## src/core/rtdc_defs.vh

```
`ifndef RTDC_DEFS_VH
`define RTDC_DEFS_VH

// Clock source select codes
`define RTDC_SRC_INT0 2'h0
`define RTDC_SRC_INT1 2'h1
`define RTDC_SRC_EXT0 2'h2
`define RTDC_SRC_EXT1 2'h3

// Fixed prescaler ratios
`define RTDC_DIV32_LAST 5'h1f
`define RTDC_DIV8_LAST 3'h7

// Stage widths
`define RTDC_PRE_W 16
`define RTDC_S0_W 10
`define RTDC_S1_W 6
`define RTDC_S2_W 6
`define RTDC_S3_W 10

// Stage positions inside the 32-bit time count
`define RTDC_S0_LSB 0
`define RTDC_S1_LSB 10
`define RTDC_S2_LSB 16
`define RTDC_S3_LSB 22

// Reset values
// Prescale timer reset bit, spread over whatever width the timer has
`define RTDC_PRE_RST 1'h0
`define RTDC_CNT_RST 32'h0000_0000
`define RTDC_IEN_RST 5'h00

`endif

```

## src/core/rtdc_top.v

```verilog
`timescale 1ns/10ps
`include "rtdc_defs.vh"

module rtdc_top #(
    parameter PRE_W = `RTDC_PRE_W
) (
    // Clock and power reset
    input wire core_clk,
    input wire resetn,
    // Count sources
    input wire int_src0,
    input wire int_src1,
    input wire ext_pin0,
    input wire ext_pin1,
    input wire [1:0] sel,
    // Prescaler control
    input wire div32_on,
    input wire div8_on,
    input wire run,
    // Reload values
    input wire [PRE_W-1:0] pre_reload,
    input wire [`RTDC_S0_W-1:0] s0_reload,
    input wire [`RTDC_S1_W-1:0] s1_reload,
    input wire [`RTDC_S2_W-1:0] s2_reload,
    input wire [`RTDC_S3_W-1:0] s3_reload,
    // Direct load of the time count
    input wire load,
    input wire [31:0] load_val,
    // Interrupt control
    input wire [4:0] irq_en,
    input wire alarm_en,
    input wire [31:0] alarm_time,
    // Time count read
    output reg [15:0] time_count_high,
    output reg [15:0] time_count_low,
    output reg [PRE_W-1:0] prescale_timer,
    // Interrupts
    output reg [5:0] irq_flags,
    output reg irq
);

    reg [1:0] ext0_sync_reg;
    reg [1:0] ext1_sync_reg;
    reg src_last_reg;
    reg [4:0] div32_reg;
    reg [2:0] div8_reg;
    reg [PRE_W-1:0] pre_reg;
    reg pre_ovf_reg;
    reg src_now;
    wire src_tick;
    wire t32;
    wire t8;
    wire [3:0] s_ovf;
    wire [31:0] cnt;
    wire [5:0] events;
    reg [1:0] sel_last_reg;
    reg [PRE_W-1:0] pre_view_reg;
    wire carry_s1;
    wire carry_s2;
    wire carry_s3;

    // External pins pass two flops; second flop used only
    always @(posedge core_clk or negedge resetn) begin
        if (!resetn) begin
            ext0_sync_reg <= 2'h0;
            ext1_sync_reg <= 2'h0;
        end else begin
            ext0_sync_reg <= {ext0_sync_reg[0], ext_pin0};
            ext1_sync_reg <= {ext1_sync_reg[0], ext_pin1};
        end
    end

    always @* begin
        case (sel)
            `RTDC_SRC_INT0: src_now = int_src0;
            `RTDC_SRC_INT1: src_now = int_src1;
            `RTDC_SRC_EXT0: src_now = ext0_sync_reg[1];
            default: src_now = ext1_sync_reg[1];
        endcase
    end

    // Rising edge of the chosen source is one count enable; the cycle in which
    // sel moves is ignored, since old and new source levels could fake an edge
    assign src_tick = run & src_now & ~src_last_reg & (sel == sel_last_reg);

    assign t32 = div32_on ? (src_tick & (div32_reg == `RTDC_DIV32_LAST)) : src_tick;
    assign t8 = div8_on ? (t32 & (div8_reg == `RTDC_DIV8_LAST)) : t32;

    // only the power reset clears the chain
    always @(posedge core_clk or negedge resetn) begin
        if (!resetn) begin
            src_last_reg <= 1'b0;
            sel_last_reg <= `RTDC_SRC_INT0;
            div32_reg <= 5'h00;
            div8_reg <= 3'h0;
        end else begin
            src_last_reg <= src_now;
            sel_last_reg <= sel;
            if (src_tick && div32_on) begin
                div32_reg <= div32_reg + 5'h01;
            end
            if (t32 && div8_on) begin
                div8_reg <= div8_reg + 3'h1;
            end
        end
    end

    // prescale timer counts up and reloads
    always @(posedge core_clk or negedge resetn) begin
        if (!resetn) begin
            pre_reg <= {PRE_W{`RTDC_PRE_RST}};
            pre_ovf_reg <= 1'b0;
        end else begin
            pre_ovf_reg <= 1'b0;
            if (t8) begin
                if (&pre_reg) begin
                    pre_reg <= pre_reload;
                    pre_ovf_reg <= 1'b1;
                end else begin
                    pre_reg <= pre_reg + {{(PRE_W-1){1'b0}}, 1'b1};
                end
            end
        end
    end

    // four cascaded stages; carries are decoded from the counts so that every
    // stage steps on one edge and a read never catches a half-rippled time
    assign carry_s1 = pre_ovf_reg & (&cnt[`RTDC_S1_LSB-1:`RTDC_S0_LSB]);
    assign carry_s2 = carry_s1 & (&cnt[`RTDC_S2_LSB-1:`RTDC_S1_LSB]);
    assign carry_s3 = carry_s2 & (&cnt[`RTDC_S3_LSB-1:`RTDC_S2_LSB]);

    rtdc_stage #(.W(`RTDC_S0_W)) u_s0 (
        .core_clk(core_clk),
        .resetn(resetn),
        .count_en(pre_ovf_reg),
        .reload(s0_reload),
        .load(load),
        .load_val(load_val[`RTDC_S1_LSB-1:`RTDC_S0_LSB]),
        .count_reg(cnt[`RTDC_S1_LSB-1:`RTDC_S0_LSB]),
        .ovf_reg(s_ovf[0])
    );
    rtdc_stage #(.W(`RTDC_S1_W)) u_s1 (
        .core_clk(core_clk),
        .resetn(resetn),
        .count_en(carry_s1),
        .reload(s1_reload),
        .load(load),
        .load_val(load_val[`RTDC_S2_LSB-1:`RTDC_S1_LSB]),
        .count_reg(cnt[`RTDC_S2_LSB-1:`RTDC_S1_LSB]),
        .ovf_reg(s_ovf[1])
    );
    rtdc_stage #(.W(`RTDC_S2_W)) u_s2 (
        .core_clk(core_clk),
        .resetn(resetn),
        .count_en(carry_s2),
        .reload(s2_reload),
        .load(load),
        .load_val(load_val[`RTDC_S3_LSB-1:`RTDC_S2_LSB]),
        .count_reg(cnt[`RTDC_S3_LSB-1:`RTDC_S2_LSB]),
        .ovf_reg(s_ovf[2])
    );
    rtdc_stage #(.W(`RTDC_S3_W)) u_s3 (
        .core_clk(core_clk),
        .resetn(resetn),
        .count_en(carry_s3),
        .reload(s3_reload),
        .load(load),
        .load_val(load_val[31:`RTDC_S3_LSB]),
        .count_reg(cnt[31:`RTDC_S3_LSB]),
        .ovf_reg(s_ovf[3])
    );

    // overflow events gated by enables; alarm on match
    assign events = {alarm_en & (cnt == alarm_time),
                     irq_en & {s_ovf, pre_ovf_reg}};

    // halves and prescale timer read together as 48 bits
    always @(posedge core_clk or negedge resetn) begin
        if (!resetn) begin
            time_count_high <= 16'h0000;
            time_count_low <= 16'h0000;
            pre_view_reg <= {PRE_W{`RTDC_PRE_RST}};
            prescale_timer <= {PRE_W{`RTDC_PRE_RST}};
        end else begin
            time_count_high <= cnt[31:16];
            time_count_low <= cnt[15:0];
            // The timer reloads one edge before the stages step; the extra
            // flop keeps all 48 bits of one read from the same instant
            pre_view_reg <= pre_reg;
            prescale_timer <= pre_view_reg;
        end
    end

    always @(posedge core_clk or negedge resetn) begin
        if (!resetn) begin
            irq_flags <= 6'h00;
            irq <= 1'b0;
        end else begin
            // prescale timer and per-stage overflow pulses plus the alarm match; any one of them raises irq
            irq_flags <= events;
            irq <= |events;
        end
    end

endmodule

```

## src/core/rtdc_stage.v

```verilog
`timescale 1ns/10ps
`include "rtdc_defs.vh"

module rtdc_stage #(
    parameter W = 10
) (
    // Clock and reset
    input wire core_clk,
    input wire resetn,
    // Control
    input wire count_en,
    input wire [W-1:0] reload,
    input wire load,
    input wire [W-1:0] load_val,
    // Status
    output reg [W-1:0] count_reg,
    output reg ovf_reg
);

    wire at_top;
    assign at_top = &count_reg;

    always @(posedge core_clk or negedge resetn) begin
        if (!resetn) begin
            count_reg <= {W{1'b0}};
            ovf_reg <= 1'b0;
        end else begin
            ovf_reg <= 1'b0;
            if (load) begin
                count_reg <= load_val;
            end else if (count_en) begin
                if (at_top) begin
                    count_reg <= reload;
                    ovf_reg <= 1'b1;
                end else begin
                    count_reg <= count_reg + {{(W-1){1'b0}}, 1'b1};
                end
            end
        end
    end

endmodule

```

## config.mk

```make
export PLATFORM = sky130hd
export DESIGN_NAME = rtdc_top
export DESIGN_NICKNAME = d
export VERILOG_FILES = /design/src/core/rtdc_top.v /design/src/core/rtdc_stage.v
export VERILOG_INCLUDE_DIRS = /design/src /design/src/core
export SDC_FILE = /design/constraint.sdc
export NUM_CORES = 1
export LEC_CHECK = 0
export ABC_AREA = 1
export BUFFER_PORTS_ARGS = -buffer_cell sky130_fd_sc_hd__buf_2
export CORE_MARGIN = 2
export CORE_UTILIZATION = 48
export DETAILED_ROUTE_END_ITERATION = 12
export PLACE_DENSITY = 0.79
export SETUP_SLACK_MARGIN = 0.5
export SYNTH_ARGS = -nofsm -noshare
export SYNTH_HDL_FRONTEND = slang
export SYNTH_SLANG_ARGS = --single-unit
export TNS_END_PERCENT = 30
```

## constraint.sdc

```tcl
create_clock -name core_clk -period 1.85 [get_ports core_clk]
set_clock_uncertainty 0.15 [all_clocks]
set_input_delay 0.185 -clock core_clk [delete_from_list [all_inputs] [get_ports core_clk]]
set_output_delay 0.185 -clock core_clk [all_outputs]
set_load 0.01 [all_outputs]
```

==> implementation parameters, run 1 <==
Parameter                              Value

Status
  Result of the run    complete, but fails checks
  Violations in the final reports    negative setup slack

Global routing
  Gr usage total    0.2759
  Largest net degree at the start of global routing    48
  Global-route congestion overflow total    0
  Number of antenna violations at the first check in global routing    1
  Vias in the first global route    7069
  Wire length of the first global-routing pass    roughly 35000 um

Setup path
  Kind of end point of the critical path    flip-flop
  Delay contributed by the slowest stage of the critical path    between 300 and 400 ps
  Worst endpoint required time    ~2000 ps
  Data arrival time of the critical path    between 2000 and 2500 ps
  Worst path top cell family by delay    simple AND/OR/NAND/NOR gates
  Number of buffer and inverter instances along the worst setup path    2
  Cells along the critical path    ha_2, nand2_2, nor2_2, ha_2, or2_4, nand3_4, nor2_4, buf_12, buf_12, o21ai_2, nand2_1
  Critical path class    flip-flop to flip-flop
  Top fanout value on the critical path    6
  Launching element type of the critical path    flip-flop
  Cell with the biggest individual delay on the critical path    sky130_fd_sc_hd__dfrtp_1

Clocking
  Clock root buffer    sky130_fd_sc_hd__clkbuf_16
  CTS Buffer Depth    2
  TritonCTS clock tree    yes
  Total CTS buffers    17
  Clk slew on worst S/H paths    approximately 60 ps
  Clock latency reported for the late side of the worst-skew pair    about 430 ps
  Total number of clock tree sinks    139
  CTS H-tree lvls    4

Logic synthesis
  Proportion of synthesized chip area in sequential cells    0.4953
  Per-instance average area after synthesis    between 7 and 8 um2
  Count of warnings emitted by yosys    0
  Synthesized netlist net count    1027
  Unique cell type count in the Yosys netlist    41
  Synth Cell Area    approximately 0.007 mm2
  Number of storage elements in the synthesis netlist    ~140
  Post-Synthesis Cells    about 890

Flow run
  Max-cap check violation count    0

Floorplanning
  Count of pins on the block boundary    between 150 and 200
  DIE HEIGHT    125.0 um
  Die extent in x    125.0 um
  Initial standard-cell utilization of the core    0.4869
  Cell row count    44
  Standard cell core area    between 0.01 and 0.015 mm2
  Die outline area    approximately 0.016 mm2

Timing
  Final hold violation count    0
  Final-report setup violation count    16
  Setup TNS after final layout    -510.5 ps
  Unrepaired setup endpoints after global routing    true
  Fin crit share    1.032
  Post-layout min period    between 1500 and 2000 ps
  Slew Viols, Final    0
  Worst-Margin Slew    approximately 460 ps
  Final worst slack    -60.03 ps
  Upper clock frequency limit    between 500 and 600 MHz
  Hold WS    between 8 and 9 ps
  Worst slew margin relative to its limit    0.6889

Power
  Total leakage power    ~5.6 nW
  Power density of the placed cells    around 850 mW/mm2
  VDD IR max    0.6235 mV
  Overall power    ~9 mW

Cells and area
  Filler instances    between 1000 and 1500
  Final core utilization    0.7266
  Storage element area    about 0.0035 mm2
  Nets    1369
  Post-route design area    roughly 0.010 mm2
  Share of post-route cells with drive strength above 1    0.3218
  Commonest cells after routing, fill and taps aside    sky130_fd_sc_hd__nand2_1 (294), sky130_fd_sc_hd__buf_2 (183), sky130_fd_sc_hd__dfrtp_1 (134)
  Most common cell after layout, fill and taps aside    sky130_fd_sc_hd__nand2_1
  Area growth, synth to finish    49.23%
  Final cell count without fillers    approximately 1400
  Combined area of the multi-input logic cells    roughly 0.0034 mm2
  Antenna diodes    0

Placement
  Placed Instance Area    between 0.008 and 0.009 mm2
  Post-detail-place hpwl    ~15000 um
  Worst setup slack after placement    -55.95 ps
  RePlAce Congestion    around 0.93
  IO buf count    about 180
  Dpl cells    1297

Min path
  Worst Hold Class    input pin to flip-flop

Route
  TritonRoute pass-1 iters    5
  Violation count after the first detailed-routing iteration    around 700
  Residual DRC count    0
  Routed Wire Length    between 20000 and 25000 um
  Number of nets with antenna violations after detailed routing    0
  Via-to-Cell Ratio    a little over 5
  Routed length per instance    roughly 15 um
  Total number of vias    7363
==> synthesized netlist by cell type, drive strengths merged <==
master | number | area, um2
clkbuf | 6 | 22.52
ha | 9 | 112.6
nand3 | 77 | 425.4
and2 | 2 | 12.51
nor3 | 10 | 66.32
buf | 8 | 53.80
nand3b | 2 | 15.01
dfrtp | 139 | 3478
nand4 | 27 | 168.9
a31oi | 3 | 18.77
o211ai | 6 | 45.04
a22oi | 7 | 52.55
xnor2 | 14 | 122.6
and3 | 1 | 6.260
xor2 | 17 | 148.9
clkinv | 1 | 3.750
o21ai | 36 | 183.9
inv | 106 | 397.9
nand2 | 320 | 1216
or2 | 12 | 75.07
nor2 | 74 | 331.6
nor3b | 1 | 7.510
o22ai | 2 | 12.51
a21oi | 7 | 38.79
nor2b | 1 | 6.260
==> where the power goes <==
group	leakage, nW	internal (mW)	switching, mW
logic	3.56	0.934	1.10
registers	1.75	3.41	0.263
clock network	0.258	1.85	1.36
==> metal layers <==
layer,vias up,part of all wire,global-route usage
met5,-,0.00072,0
met4,2,0.026,0.09542
met3,57,0.071,0.04878
met2,367,0.49,0.4527
met1,3428,0.42,0.3728
li1,3509,-,-
==> path summary, 6_finish.rpt <==
path,end,cells after the start,slack [ps],startpoint
setup / recovery,pre_reg[10],11,-60,div32_reg[0]
hold / removal,div32_reg[1],5,9,div32_on
setup reg to reg,pre_reg[10],11,-60,div32_reg[0]
hold reg to reg,prescale_timer[13],0,200,pre_view_reg[13]
max in group asynchronous,div8_reg[2],3,790,resetn
min in group asynchronous,prescale_timer[13],2,90,resetn
==> worst min-delay path: cells and delay by family <==
family / cells / cell delay (ps)
buffers and inverters: 2 / 180
and+or+nand+nor: 3 / 190
==> final cells by class <==
type / count / area share
sequential: 139 / 0.3325
multi-input combinational: 629 / 0.3288
timing repair buffer: 336 / 0.2248
clock buffer: 18 / 0.04095
inverter: 107 / 0.03928
tap: 184 / 0.02197
clock inverter: 14 / 0.01170
==> cell families after synthesis <==
| group | count (synthesis) | share of synthesized area |
|---|---|---|
| and+or+nand+nor | 527 | 0.3319 |
| xor gates and xnor gates | 31 | 0.03866 |
| buffers and inverters | 121 | 0.06806 |
| DFF | 139 | 0.4953 |
| adders and majority gates | 9 | 0.01603 |
| AOI/OAI and AO/OA | 61 | 0.05006 |
==> timing repair <==
action,4_1_cts,5_1_grt
endpoints found under the setup margin,63,63
pin swaps,9,57
resized for setup,18,89
buffers inserted,7,12
hold buffers,77,0
cloned,1,1
hold endpoints to repair,198,0
(Power assumes the default switching activity.)
==> inputs of run 2 (changes only) <==
--- a/config.mk
+++ b/config.mk
@@ -6,10 +6,9 @@
 export SDC_FILE = /design/constraint.sdc
 export NUM_CORES = 1
 export LEC_CHECK = 0
-export ABC_AREA = 1
 export BUFFER_PORTS_ARGS = -buffer_cell sky130_fd_sc_hd__buf_2
 export CORE_MARGIN = 2
-export CORE_UTILIZATION = 48
+export CORE_UTILIZATION = 47
 export DETAILED_ROUTE_END_ITERATION = 12
 export PLACE_DENSITY = 0.79
 export SETUP_SLACK_MARGIN = 0.5
==> implementation parameters, run 2 <==
Parameter                              Value

Power
  VDD IR max    0.6381 mV
  Power density of the placed cells    830.4 mW/mm2
  Total leakage power    ~4.7 nW

Clocking
  Total CTS buffers    17
  Clock latency reported for the late side of the worst-skew pair    420 ps
  CTS H-tree lvls    4
  Hold-fix buffers, CTS    between 60 and 70
  TritonCTS clock tree    yes
  CTS Buffer Depth    2
  Total number of clock tree sinks    between 100 and 150
  Clock root buffer    sky130_fd_sc_hd__clkbuf_16
  Clk slew on worst S/H paths    around 60 ps

Placement
  RePlAce Congestion    just over 0.9
  IO buf count    between 150 and 200
  Post-detail-place hpwl    roughly 14000 um

Floorplanning
  Die outline area    approximately 0.014 mm2
  Initial standard-cell utilization of the core    0.4783
  DIE HEIGHT    119.6 um
  Die extent in x    approximately 120 um
  Standard cell core area    ~0.013 mm2
  Count of pins on the block boundary    between 150 and 200
  Cell row count    42

Logic synthesis
  Synthesized netlist net count    approximately 710
  Synth top area share    0.5536
  Post-Synthesis Cells    572
  Unique cell type count in the Yosys netlist    58
  Count of warnings emitted by yosys    0
  Proportion of synthesized chip area in sequential cells    0.5536
  Post-synth EDFFs    0
  Share of flip-flops with an asynchronous set or reset    1.000
  Per-instance average area after synthesis    ~11 um2
  Synth Cell Area    approximately 0.0063 mm2
  Top cells by area, synth    sky130_fd_sc_hd__dfrtp_1 (55%), sky130_fd_sc_hd__xnor2_1 (5.2%), sky130_fd_sc_hd__nand2_1 (3.6%)
  Number of storage elements in the synthesis netlist    139
  Library cell with the largest summed area after synthesis    sky130_fd_sc_hd__dfrtp_1
  Most frequently used cell type in the post-synthesis netlist    sky130_fd_sc_hd__dfrtp_1
  Leading post-synthesis cells by instance count    sky130_fd_sc_hd__dfrtp_1 (139), sky130_fd_sc_hd__nand2_1 (61), sky130_fd_sc_hd__xnor2_1 (37)
  Synth Flop Type    sky130_fd_sc_hd__dfrtp_1

Min path
  Depth of the worst hold-timing path    2
  Worst Hold Class    input pin to flip-flop

Route
  Routed length per instance    roughly 19 um
  Total number of vias    between 6000 and 7000
  Violation count after the first detailed-routing iteration    about 600
  TritonRoute pass-1 iters    6
  Routed Wire Length    roughly 21000 um
  Residual DRC count    0
  Via-to-Cell Ratio    5.622
  Number of nets with antenna violations after detailed routing    0

Timing
  Unrepaired setup endpoints after global routing    true
  Final hold violation count    3
  Hold WS    -44.65 ps
  Worst-Margin Slew    440.9 ps
  Post-layout min period    ~2100 ps
  Final-report setup violation count    39
  Slew Viols, Final    0
  Setup TNS after final layout    -4759 ps
  Fin crit share    1.141
  Final worst slack    -260.7 ps
  Upper clock frequency limit    between 400 and 500 MHz
  Worst slew margin relative to its limit    0.7033

Cells and area
  Final core utilization    0.7470
  Area growth, synth to finish    56.17%
  Nets    around 1100
  Share of post-route cells with drive strength above 1    0.4425
  Commonest cells after routing, fill and taps aside    sky130_fd_sc_hd__buf_2 (183), sky130_fd_sc_hd__dfrtp_1 (133), sky130_fd_sc_hd__buf_4 (96)
  Most common cell after layout, fill and taps aside    sky130_fd_sc_hd__buf_2

Global routing
  Vias in the first global route    6244
  Wire length of the first global-routing pass    between 30000 and 40000 um
  Gr usage total    0.2862
  Global-route congestion overflow total    0
  Largest net degree at the start of global routing    56
  Number of antenna violations at the first check in global routing    5

Status
  Result of the run    complete, but fails checks
  Violations in the final reports    negative hold slack, negative setup slack

Setup path
  Critical path class    flip-flop to flip-flop
  Worst endpoint required time    about 2000 ps
  Worst R2R Path Depth    8
  Data arrival time of the critical path    between 2000 and 2500 ps
  Kind of end point of the critical path    flip-flop
  Launching element type of the critical path    flip-flop
  Top fanout value on the critical path    5

Flow run
  Max-cap check violation count    0
-- run 2: worst max-delay path: stages, from the launching register on --
cell and delay [ps]:
sky130_fd_sc_hd__dfrtp_1 370, sky130_fd_sc_hd__ha_2 190, sky130_fd_sc_hd__and3_4 190, sky130_fd_sc_hd__ha_4 120, sky130_fd_sc_hd__nand2b_4 120, sky130_fd_sc_hd__a21boi_4 240
sky130_fd_sc_hd__nand2_4 140, sky130_fd_sc_hd__nor3_4 150, sky130_fd_sc_hd__mux2_4 320
-- run 2: path summary, 6_finish.rpt --
check                           slack (ps)                end        startpoint
worst max-delay path                  -260        pre_reg[12]      div32_reg[0]
worst min-delay path                   -40       irq_flags[0]         irq_en[0]
worst max register to register        -260        pre_reg[12]      div32_reg[0]
worst min register to register         200   ext0_sync_reg[1]  ext0_sync_reg[0]
max in group asynchronous              860  u_s1.count_reg[5]            resetn
min in group asynchronous               60  prescale_timer[9]            resetn
-- run 2: per-layer routing --
metal	global-route usage	up-vias	part of all wire
li1	-	2767	-
met2	0.4675	384	0.49
met3	0.05561	99	0.073
met4	0.1632	0	0.051
met1	0.3565	3002	0.39
met5	0	-	0
-- run 2: report_power, final --
group	internal, mW	total, mW	switching [mW]
logic	0.723	1.38	0.653
clock network	2.03	3.37	1.35
registers	3.26	3.40	0.141
-- run 2: area by class of cell --
| class | count | area, um2 |
|---|---|---|
| well taps | 176 | 220.2 |
| flip-flops and latches | 139 | 3486 |
| fillers | 835 | 3324 |
| repair buffers | 359 | 2484 |
| multi-input cells | 394 | 2998 |
| diodes | 5 | 12.51 |
| clock buffers | 19 | 442.9 |
| clock inverters | 12 | 140.1 |
| inverters | 8 | 30.03 |
-- run 2: logic make-up after synthesis --
| logic type | share of synthesized area |
|---|---|
| flip-flops | 0.5536 |
| AO/OA/AOI/OAI | 0.1153 |
| AND/OR/NAND/NOR | 0.1782 |
| buffers and inverters | 0.03007 |
| multiplexers | 0.04500 |
| adder cells (fa/ha/maj) | 0.01792 |
| XOR/XNOR | 0.05994 |
-- run 2: repair_timing --
action | CTS | global route
cloned | 0 | 1
pin swaps | 30 | 21
setup endpoints to repair | 63 | 63
endpoints found under the hold margin | 196 | 2
setup buffers | 7 | 12
resized for setup | 71 | 41
-- run 2: stage by stage --
step / setup slack (ps) / total power, mW / cells / area, um2
2_1_floorplan: -127.5 / 3.909 / 572 / 6337
3_3_place_gp: -357.9 / 4.485 / 989 / 8000
3_5_place_dp: -468.9 / 4.549 / 989 / 8000
4_1_cts: -207.3 / 8.068 / 1094 / 9564
5_1_grt: -323.6 / 8.460 / 1112 / 9813
6_report: -260.7 / 8.149 / 1112 / 9813
